$ cat src/include/ars_defines.svh
// constants of the regular sequence register bank: offsets, field positions, resets
// assumes 32-bit apb data with a 12-bit byte address
`ifndef ARS_DEFINES_SVH
`define ARS_DEFINES_SVH

`define ARS_ADDR_W 12
`define ARS_CTRL_OFF 12'h000
`define ARS_STAT_OFF 12'h004
`define ARS_SEQ1_OFF 12'h030
`define ARS_SEQ2_OFF 12'h034
`define ARS_SEQ3_OFF 12'h038
`define ARS_SEQ4_OFF 12'h03C
`define ARS_DATA_OFF 12'h040

`define ARS_NUM_RANKS 16
`define ARS_NUM_SEQ_REGS 4
`define ARS_CHAN_W 5
`define ARS_LEN_W 4
`define ARS_LEN_LSB 0
`define ARS_SLOT_STEP 6
`define ARS_SLOTS_PER_REG 5
`define ARS_RESULT_W 16

`define ARS_CTRL_START_BIT 0
`define ARS_STAT_BUSY_BIT 0
`define ARS_STAT_RANK_LSB 4

`define ARS_SEQ_RESET 32'h00000000
`define ARS_DATA_RESET 16'h0000
`define ARS_LEN_RESET 4'h0
`define ARS_CHAN_RESET 5'h00

`endif

$ cat src/include/ars_pkg.sv
// types shared by the regular sequence bank and its rank store
// assumes ars_defines.svh on the include path
`include "ars_defines.svh"

package ars_pkg;
  typedef logic [`ARS_CHAN_W-1:0] ars_chan_t;
  typedef logic [`ARS_LEN_W-1:0] ars_len_t;
  typedef logic [`ARS_RESULT_W-1:0] ars_result_t;
  typedef enum logic [1:0] {ARS_IDLE, ARS_FETCH, ARS_ISSUE, ARS_WAIT} ars_state_e;
endpackage

$ cat src/include/ars_rank_if.sv
// carrier between the bank's control logic and its rank store
// assumes both ends run on one clock
`include "ars_defines.svh"
interface ars_rank_if;
  import ars_pkg::*;
  wire [`ARS_NUM_RANKS-1:0] wr_en;
  wire [`ARS_NUM_RANKS-1:0][`ARS_CHAN_W-1:0] wr_chan;
  logic [`ARS_NUM_RANKS-1:0][`ARS_CHAN_W-1:0] ranks;
  logic [3:0] rd_idx;
  ars_chan_t rd_chan;

  modport store (input wr_en, input wr_chan, input rd_idx, output ranks, output rd_chan);
  modport ctrl (output wr_en, output wr_chan, output rd_idx, input ranks, input rd_chan);
endinterface

$ cat src/verilog/ars_top.sv
// regular conversion sequence bank with apb slave and rank-order sequencer
// assumes an analog core that takes one channel per request and answers with a done pulse

module ars_top (
  input wire logic CORE_CLK,
  input wire logic RSTN,
  input wire logic PSEL,
  input wire logic PENABLE,
  input wire logic PWRITE,
  input wire logic [`ARS_ADDR_W-1:0] PADDR,
  input wire logic [31:0] PWDATA,
  input wire logic [3:0] PSTRB,
  output logic [31:0] PRDATA,
  output logic PREADY,
  output logic PSLVERR,
  output logic CONV_REQ,
  output ars_pkg::ars_chan_t CONV_CHANNEL,
  input wire logic CONV_DONE,
  input wire ars_pkg::ars_result_t CONV_RESULT,
  output logic CONV_EOC,
  output logic SEQ_EOS,
  output logic SEQ_BUSY
);
  import ars_pkg::*;

  ars_rank_if rif ();

  ars_rank_store u_store (
    .clk(CORE_CLK),
    .rstn(RSTN),
    .rif(rif)
  );

  ars_len_t len_reg;
  ars_result_t data_reg;
  logic start_reg;
  ars_state_e state_reg;
  ars_state_e state_next;
  logic [3:0] rank_reg;
  logic req_reg;
  ars_chan_t chan_reg;
  logic eoc_reg;
  logic eos_reg;
  logic [31:0] prdata_reg;
  logic [31:0] seq_img [`ARS_NUM_SEQ_REGS];

  // bus decode
  wire setup = PSEL && !PENABLE;
  wire access_wr = PSEL && PENABLE && PWRITE;
  wire full_word = (PSTRB == 4'hF);
  wire hit_ctrl = (PADDR == `ARS_CTRL_OFF);
  wire hit_stat = (PADDR == `ARS_STAT_OFF);
  wire hit_seq1 = (PADDR == `ARS_SEQ1_OFF);
  wire hit_seq2 = (PADDR == `ARS_SEQ2_OFF);
  wire hit_seq3 = (PADDR == `ARS_SEQ3_OFF);
  wire hit_seq4 = (PADDR == `ARS_SEQ4_OFF);
  wire hit_data = (PADDR == `ARS_DATA_OFF);
  wire hit_any = hit_ctrl || hit_stat || hit_seq1 || hit_seq2 || hit_seq3 || hit_seq4 || hit_data;
  wire wr_ok = access_wr && full_word && hit_any;
  wire [3:0] seq_wr = {wr_ok && hit_seq4, wr_ok && hit_seq3, wr_ok && hit_seq2, wr_ok && hit_seq1};
  wire len_wr = seq_wr[0];
  wire start_wr = wr_ok && hit_ctrl && PWDATA[`ARS_CTRL_START_BIT] && !start_reg;
  wire last_rank = (rank_reg == len_reg);
  wire seq_done = (state_reg == ARS_WAIT) && CONV_DONE && last_rank;

  assign PREADY = 1'b1;
  assign PSLVERR = PSEL && PENABLE && (!hit_any || (PWRITE && !full_word));

  // rank r sits at slot r+1 counting the length field as slot 0
  for (genvar r = 0; r < `ARS_NUM_RANKS; r++) begin : g_map
    localparam int SLOT = r + 1;
    assign rif.wr_en[r] = seq_wr[SLOT / `ARS_SLOTS_PER_REG];
    assign rif.wr_chan[r] = PWDATA[`ARS_SLOT_STEP * (SLOT % `ARS_SLOTS_PER_REG) +: `ARS_CHAN_W];
  end

  // readback image, reserved bits read as zero
  always_comb begin
    for (int k = 0; k < `ARS_NUM_SEQ_REGS; k++) begin
      seq_img[k] = `ARS_SEQ_RESET;
    end
    seq_img[0][`ARS_LEN_LSB +: `ARS_LEN_W] = len_reg;
    for (int r = 0; r < `ARS_NUM_RANKS; r++) begin
      seq_img[(r + 1) / `ARS_SLOTS_PER_REG][`ARS_SLOT_STEP * ((r + 1) % `ARS_SLOTS_PER_REG) +: `ARS_CHAN_W] =
        rif.ranks[r];
    end
  end

  wire [31:0] ctrl_word = {31'h00000000, start_reg};
  wire [31:0] stat_word = {24'h000000, rank_reg, 3'h0, SEQ_BUSY};
  wire [31:0] data_word = {16'h0000, data_reg};
  wire [31:0] rd_word = hit_ctrl ? ctrl_word :
                        hit_stat ? stat_word :
                        hit_seq1 ? seq_img[0] :
                        hit_seq2 ? seq_img[1] :
                        hit_seq3 ? seq_img[2] :
                        hit_seq4 ? seq_img[3] :
                        hit_data ? data_word : 32'h00000000;

  // read data is captured in the setup cycle so it stands through the access cycle
  always_ff @(posedge CORE_CLK or negedge RSTN) begin
    if (!RSTN) begin
      prdata_reg <= 32'h00000000;
    end else if (setup && !PWRITE) begin
      prdata_reg <= rd_word;
    end
  end
  assign PRDATA = prdata_reg;

  always_ff @(posedge CORE_CLK or negedge RSTN) begin
    if (!RSTN) begin
      len_reg <= `ARS_LEN_RESET;
    end else if (len_wr) begin
      len_reg <= PWDATA[`ARS_LEN_LSB +: `ARS_LEN_W];
    end
  end

  // start flag: set by software, cleared by the sequencer once the last rank completes
  always_ff @(posedge CORE_CLK or negedge RSTN) begin
    if (!RSTN) begin
      start_reg <= 1'b0;
    end else if (start_wr) begin
      start_reg <= 1'b1;
    end else if (seq_done) begin
      start_reg <= 1'b0;
    end
  end

  always_comb begin
    state_next = state_reg;
    case (state_reg)
      ARS_IDLE: begin
        if (start_reg) begin
          state_next = ARS_FETCH;
        end
      end
      ARS_FETCH: begin
        state_next = ARS_ISSUE;
      end
      ARS_ISSUE: begin
        state_next = ARS_WAIT;
      end
      ARS_WAIT: begin
        if (CONV_DONE) begin
          state_next = last_rank ? ARS_IDLE : ARS_FETCH;
        end
      end
      default: begin
        state_next = ARS_IDLE;
      end
    endcase
  end

  always_ff @(posedge CORE_CLK or negedge RSTN) begin
    if (!RSTN) begin
      state_reg <= ARS_IDLE;
    end else begin
      state_reg <= state_next;
    end
  end

  // rank counter walks upward from rank zero and stops at the programmed length
  always_ff @(posedge CORE_CLK or negedge RSTN) begin
    if (!RSTN) begin
      rank_reg <= 4'h0;
    end else if (state_reg == ARS_IDLE) begin
      rank_reg <= 4'h0;
    end else if (state_reg == ARS_WAIT && CONV_DONE && !last_rank) begin
      rank_reg <= rank_reg + 4'h1;
    end
  end
  assign rif.rd_idx = rank_reg;

  always_ff @(posedge CORE_CLK or negedge RSTN) begin
    if (!RSTN) begin
      req_reg <= 1'b0;
      chan_reg <= `ARS_CHAN_RESET;
    end else if (state_reg == ARS_ISSUE) begin
      req_reg <= 1'b1;
      chan_reg <= rif.rd_chan;
    end else if (state_reg == ARS_WAIT && CONV_DONE) begin
      req_reg <= 1'b0;
    end
  end

  // result register is loaded only by the analog core, bus writes do not reach it
  always_ff @(posedge CORE_CLK or negedge RSTN) begin
    if (!RSTN) begin
      data_reg <= `ARS_DATA_RESET;
    end else if (state_reg == ARS_WAIT && CONV_DONE) begin
      data_reg <= CONV_RESULT;
    end
  end

  always_ff @(posedge CORE_CLK or negedge RSTN) begin
    if (!RSTN) begin
      eoc_reg <= 1'b0;
      eos_reg <= 1'b0;
    end else begin
      eoc_reg <= (state_reg == ARS_WAIT) && CONV_DONE;
      eos_reg <= seq_done;
    end
  end

  assign CONV_REQ = req_reg;
  assign CONV_CHANNEL = chan_reg;
  assign CONV_EOC = eoc_reg;
  assign SEQ_EOS = eos_reg;
  assign SEQ_BUSY = start_reg;
endmodule

$ cat src/verilog/ars_rank_store.sv
// sixteen rank channel fields with per-rank write and a registered read port
// assumes writes arrive as single-cycle enables from the bus side
module ars_rank_store (
  input wire logic clk,
  input wire logic rstn,
  ars_rank_if.store rif
);
  import ars_pkg::*;

  for (genvar r = 0; r < `ARS_NUM_RANKS; r++) begin : g_rank
    always_ff @(posedge clk or negedge rstn) begin
      if (!rstn) begin
        rif.ranks[r] <= `ARS_CHAN_RESET;
      end else if (rif.wr_en[r]) begin
        rif.ranks[r] <= rif.wr_chan[r];
      end
    end
  end

  // the sequencer sees the selected rank one cycle after naming it
  always_ff @(posedge clk or negedge rstn) begin
    if (!rstn) begin
      rif.rd_chan <= `ARS_CHAN_RESET;
    end else begin
      rif.rd_chan <= rif.ranks[rif.rd_idx];
    end
  end
endmodule

$ cat config.mk
export PLATFORM = sky130hd
export DESIGN_NAME = ars_top
export DESIGN_NICKNAME = d
export VERILOG_FILES = /design/src/include/ars_pkg.sv /design/src/include/ars_rank_if.sv /design/src/verilog/ars_top.sv /design/src/verilog/ars_rank_store.sv
export VERILOG_INCLUDE_DIRS = /design/src /design/src/include
export SDC_FILE = /design/constraint.sdc
export NUM_CORES = 1
export LEC_CHECK = 0
export BUFFER_PORTS_ARGS = -buffer_cell sky130_fd_sc_hd__buf_4
export CAP_MARGIN = 20
export CORE_UTILIZATION = 58
export CTS_CLUSTER_SIZE = 25
export DETAILED_ROUTE_END_ITERATION = 10
export GPL_ROUTABILITY_DRIVEN = 0
export GPL_TIMING_DRIVEN = 1
export PLACE_DENSITY = 0.81
export SETUP_SLACK_MARGIN = 0.1
export SLEW_MARGIN = 20
export SYNTH_ARGS = -nofsm -noshare
export SYNTH_HDL_FRONTEND = slang
export SYNTH_SLANG_ARGS = --single-unit
$ cat constraint.sdc
create_clock -name CORE_CLK -period 6.8 [get_ports CORE_CLK]
set_clock_uncertainty 0.15 [all_clocks]
set_input_delay 0.68 -clock CORE_CLK [delete_from_list [all_inputs] [get_ports CORE_CLK]]
set_output_delay 0.68 -clock CORE_CLK [all_outputs]
set_load 0.1 [all_outputs]
Word level (Yosys, flattened, before mapping)
Cells that the tools add are included.

Bits in registers: 152. Bits of input ports: 70. Output and inout port bits: 43. Logic and storage cells: 98.

$add $sub $neg: 1. $lt $le $gt $ge: 1. Equal/unequal tests: 13. Muxes and demuxes: 19. Reductions and logical operators: 37.

Operator list (number): 29-bit 2-to-1 mux (5); 12-bit by 6-bit == test with 1-bit output (second input constant) (4); 16-bit 2-to-1 mux (2); 5-bit binary-select mux with 4-bit select (1); 1-bit logical AND (18); 12-bit by 3-bit == test with 1-bit output (second input constant) (1); 12-bit by 7-bit == test with 1-bit output (second input constant) (1); 12-bit zero test (1); 4-bit 2-to-1 mux (2); 2-bit case mux with 4 select lines (1); 1-bit logical OR (7); 1-bit zero test (6); 2-bit nonzero test (3); 4-bit by 5-bit less-than comparator with 1-bit output (second input constant) (1); 1-bit 2-to-1 mux (5); 5-bit 2-to-1 mux (1); 4-bit by 1-bit adder with 4-bit output (second input constant) (1); 2-bit == test (second input constant) (2); 4-bit == test (1); 4-bit == test (second input constant) (1); 2-bit 2-to-1 mux (2); 2-bit != test (second input constant) (2); 2-bit by 1-bit == test with 1-bit output (second input constant) (1); 2-bit zero test (1); 2-bit AND reduction (1).

Depth between registers and ports, before layout
Word-level depth: 12. Depth in mapped cells: 8. Mapped depth without buffers: 6.

Hierarchy
From an unflattened synthesis, not the netlist that was laid out.

Cell total of the unflattened synthesis: 590. Area, all modules: 7335.8 µm².

By module, submodules not included: ars_top (instances 1, cells each 378, area an instance 3708.6 µm², sequential area each 1551.5 µm²); ars_rank_store (instances 1, cells each 212, area an instance 3627.2 µm², sequential area each 2127.0 µm²).

Worst setup path before layout
OpenSTA, ideal clock, no wires.

Kind: input -> output. Start: in PADDR[2]. End: out PSLVERR. Arrival time: 3034 ps. Required time: 5970 ps. Path slack: 2936 ps. Stages: 6. Buffers on the path: 2. Cell sequence: clkbuf_1 buf_1 nand2_1 nand2_1 o21ai_0 a31oi_1.

Word-level cells in the longest chain between the ends: 10. Elaborated cells on any way between the ends: 16. Those cells by class: eq/ne (6); reduce/logical (10).

RTL lines: from (decl) (line ars_top.sv:10) `` input wire logic [`ARS_ADDR_W-1:0] PADDR, ``; 12-bit by 3-bit == test with 1-bit output (no line) / 12-bit zero test (equally long branches); 1-bit logical OR (5 in series) (line ars_top.sv:58) `wire hit_any = hit_ctrl || hit_stat || hit_seq1 || hit_seq2 || hit_seq3 || hit_seq4 || hit_data;`; 1-bit logical OR * (line ars_top.sv:58); 1-bit zero test * (line ars_top.sv:67) `assign PSLVERR = PSEL && PENABLE && (!hit_any || (PWRITE && !full_word));`; 1-bit logical OR * (line ars_top.sv:67); 1-bit logical AND * (line ars_top.sv:67); to (decl) (line ars_top.sv:15) `output logic PSLVERR,`.

Every way passes the cells marked *; elsewhere a longest branch is shown, timed or not.

Worst setup path after layout
Start: in PADDR[11]. End: reg u_store.rif.ranks[41].

Word-level cells in the longest chain between the ends: 9. Elaborated cells on any way between the ends: 15. Those cells by class: eq/ne (6); reduce/logical (9).

RTL lines: 12-bit by 3-bit == test with 1-bit output (no line) / 12-bit zero test (equally long branches); 1-bit logical OR (6 in series) (line ars_top.sv:58); 1-bit logical AND (line ars_top.sv:59) `wire wr_ok = access_wr && full_word && hit_any;`; 1-bit logical AND * (line ars_top.sv:60) `wire [3:0] seq_wr = {wr_ok && hit_seq4, wr_ok && hit_seq3, wr_ok && hit_seq2, wr_ok && hit_seq1};`; to (signal, indexed assignment) (line ars_rank_store.sv:13) `` rif.ranks[r] <= `ARS_CHAN_RESET; ``; to (signal, indexed assignment) (line ars_rank_store.sv:15) `rif.ranks[r] <= rif.wr_chan[r];`; to (decl) (line ars_rank_if.sv:12) `modport store (input wr_en, input wr_chan, input rd_idx, output ranks, output rd_chan);`.

Marked as above. A chain may end at the register's enable or synchronous reset.

==> flow_summary.yaml <==
detailed_routing:
  via_count: 5333
  postRouteAntennaNets: 0
  first_pass_iters: 6
  vias_per_cell: 6.418
  drt_iter0_markers: 442
  remaining_drc_errors: 0
  routed_wl_um: 19090
  wire_per_inst_um: 22.97
logic_synthesis:
  yosysTopAreaCellShare: 0.5047
  postSynthCellCount: 566
  synth_edf_count: 0
  yosysWarnings: 0
  async_flop_share: 1.000
  yosysUniqueCellTypes: 53
  synth_area_mm2: 0.007288
  yosys.area_share.simple: 0.09082
  avgSynthCellArea_um2: 12.88
  synth_ff_type: "dfrtp_1"
  synth_top_family_by_area: "multiplexers"
  synthMuxAreaShare: 0.2656
  ys_seq_elements: 147
  synth_area_leaders: "dfrtp_1, mux2_2, mux4_2, mux2i_1, o21ai_0"
  yosys.area.top_type: "dfrtp_1"
  synth_adder_area_share: 0.006867
  synth_xor_area_frac: 0.009614
  synth_compound_area_frac: 0.08721
  synth_seq_area_share: 0.5047
finish:
  layout_common_cells: "dfrtp_1, buf_4, mux2_2"
  n_antenna_cell: 0
  area_delta_synth_final_pct: 19.42
  stdcell_count: 831
  drive_gt1_frac: 0.4133
  fin_nets: 726
  layout_commonest_cell: "dfrtp_1"
  largest_reg_flops: 80
  nFillCells: 851
worst_setup_path:
  cpMostUsedCell: "nor2_4"
  crit_path_end_kind: "flip-flop"
  path_class: "in -> reg"
  cp_max_fo: 25
  r2r_end: "rank_reg[3]"
  cp_slowest_stage_delay_ns: 0.78
  ff2ff_path_depth: 6
  crit_chain: "buf_4, or4_4, nor2_4, nand4_4, nor2_4, mux2_2"
  crit_required_ns: 6.95
  r2r-start: "state_reg[0]"
  rrSetupSlack_ns: 4.24
  crit_slowest_cell: "nor2_4"
  crit_arrival_ns: 3.12
  startpoint_type: "input pin"
clock_tree:
  htree_num_levels: 4
  clk_pin_slew_ns: 0.05
  cts_tree: "done"
  insertion_delay_ns: 0.42
  clk_path_buf_depth: 2
  clock_sinks: 147
  cts-root-buf: "clkbuf_16"
  numCtsBuffers: 17
  hold_buffers: 0
  cts_setup_buffers: 0
  cts_resized: 0
pwr:
  vdd_drop_max_mv: 0.2029
  p_per_area_mw_per_mm2: 262.0
  power_mw: 2.281
  power.leakage_nw: 4.128
global_route:
  gr-total-overflow: 0
  grt_pass1_wl_um: 30030
  grt_pass1_vias: 5491
  grt_max_degree: 79
  antenna_found_initial: 0
  track_usage: 0.3172
timing:
  period_needed_ns: 2.971
  hold_ws_ns: 0.1203
  relSlewSlack: 0.3459
  finalCritPeriodShare: 0.4369
  drv_slew: 0
  fmax_ghz: 0.3366
  tightest_slew_ns: 0.9709
  setup_viol: 0
  rsz0062_at_grt: "no"
  tns_ns: 0
  hold_viol: 0
status:
  status: "completed"
floorplan:
  ios: 113
  die_h_um: 114.1
  dieArea_mm2: 0.01302
  initial_core_util: 0.6018
  rows: 40
  core_mm2: 0.01211
  die_x_um: 114.1
place:
  dp_hpwl_um: 12840
  io_buffers: 99
  dp.cells: 800
min_path:
  min_path_type: "in -> async"
flow_run:
  maxCapViolCount: 0
[routing by layer]
| layer | share of wire | wire (um) | GRT usage |
|---|---|---|---|
| met1 | 0.39 | 7408 | 0.4062 |
| met2 | 0.49 | 9450 | 0.5067 |
| met3 | 0.070 | 1341 | 0.06458 |
| met4 | 0.047 | 891 | 0.1818 |
| met5 | 0 | 0 | 0 |
[final cells by class]
class	count	area, um2	area share
Sequential cell	147	3679	0.4227
Multi-Input combinational cell	374	3387	0.3892
Timing Repair Buffer	106	819.5	0.09416
Clock buffer	25	485.5	0.05578
Tap cell	168	210.2	0.02415
Clock inverter	5	100.1	0.01150
Inverter	6	22.52	0.002588
[worst max path at each step]
stage | start | depth (start not counted) | to | slack [ns]
floorplan | PADDR[2] | 6 | PSLVERR | 2.94
global placement | PADDR[11] | 6 | u_store.rif.ranks[51] | 3.50
detailed placement | PADDR[11] | 6 | u_store.rif.ranks[32] | 3.47
CTS | PADDR[11] | 6 | u_store.rif.ranks[41] | 3.90
global route | PADDR[11] | 6 | u_store.rif.ranks[41] | 3.76
finish | PADDR[11] | 6 | u_store.rif.ranks[41] | 3.83
[critical path, delay by kind of cell]
| family | cells | cell delay [ns] |
|---|---|---|
| simple gates | 4 | 1.88 |
| mux | 1 | 0.42 |
| buf+inv | 1 | 0.11 |
[metrics by stage]
step	cell area, um2	util	setup WS [ns]
after CTS	8676	0.7163	3.897
after global routing	8703	0.7186	3.759
after global placement	8090	0.6680	3.499
after detailed placement	8090	0.6680	3.471
final	8703	0.7186	3.829
after floorplan	7303	-	2.936
[Yosys cell counts, types with 5 or more instances]
| cell type | number |
|---|---|
| inv_1 | 6 |
| a32oi_1 | 6 |
| nand4_1 | 6 |
| clkbuf_1 | 20 |
| o22ai_1 | 11 |
| mux2i_1 | 19 |
| buf_1 | 6 |
| buf_4 | 10 |
| a211o_1 | 6 |
| nand3_1 | 5 |
| mux4_2 | 25 |
| xnor2_1 | 5 |
| mux2_2 | 102 |
| nor2_1 | 16 |
| and3_1 | 9 |
| a22oi_1 | 11 |
| dfrtp_1 | 147 |
| nand2_1 | 37 |
| o21ai_0 | 28 |
| a31oi_1 | 7 |
| a22o_1 | 11 |
| nor3_1 | 9 |
[power by group]
group / switching, mW / leakage [nW] / total [mW] / internal (mW)
registers: 0.0478 / 2.00 / 0.991 / 0.943
logic: 0.224 / 1.84 / 0.352 / 0.128
clock network: 0.337 / 0.287 / 0.938 / 0.601
[logic make-up after synthesis]
group | count (synthesis)
xor gates and xnor gates | 8
DFF | 147
AOI/OAI and AO/OA | 94
muxes | 149
buffers and inverters | 49
adders and majority gates | 4
and+or+nand+nor | 113
other | 2
Note: power is estimated with default switching activity, not from simulation.
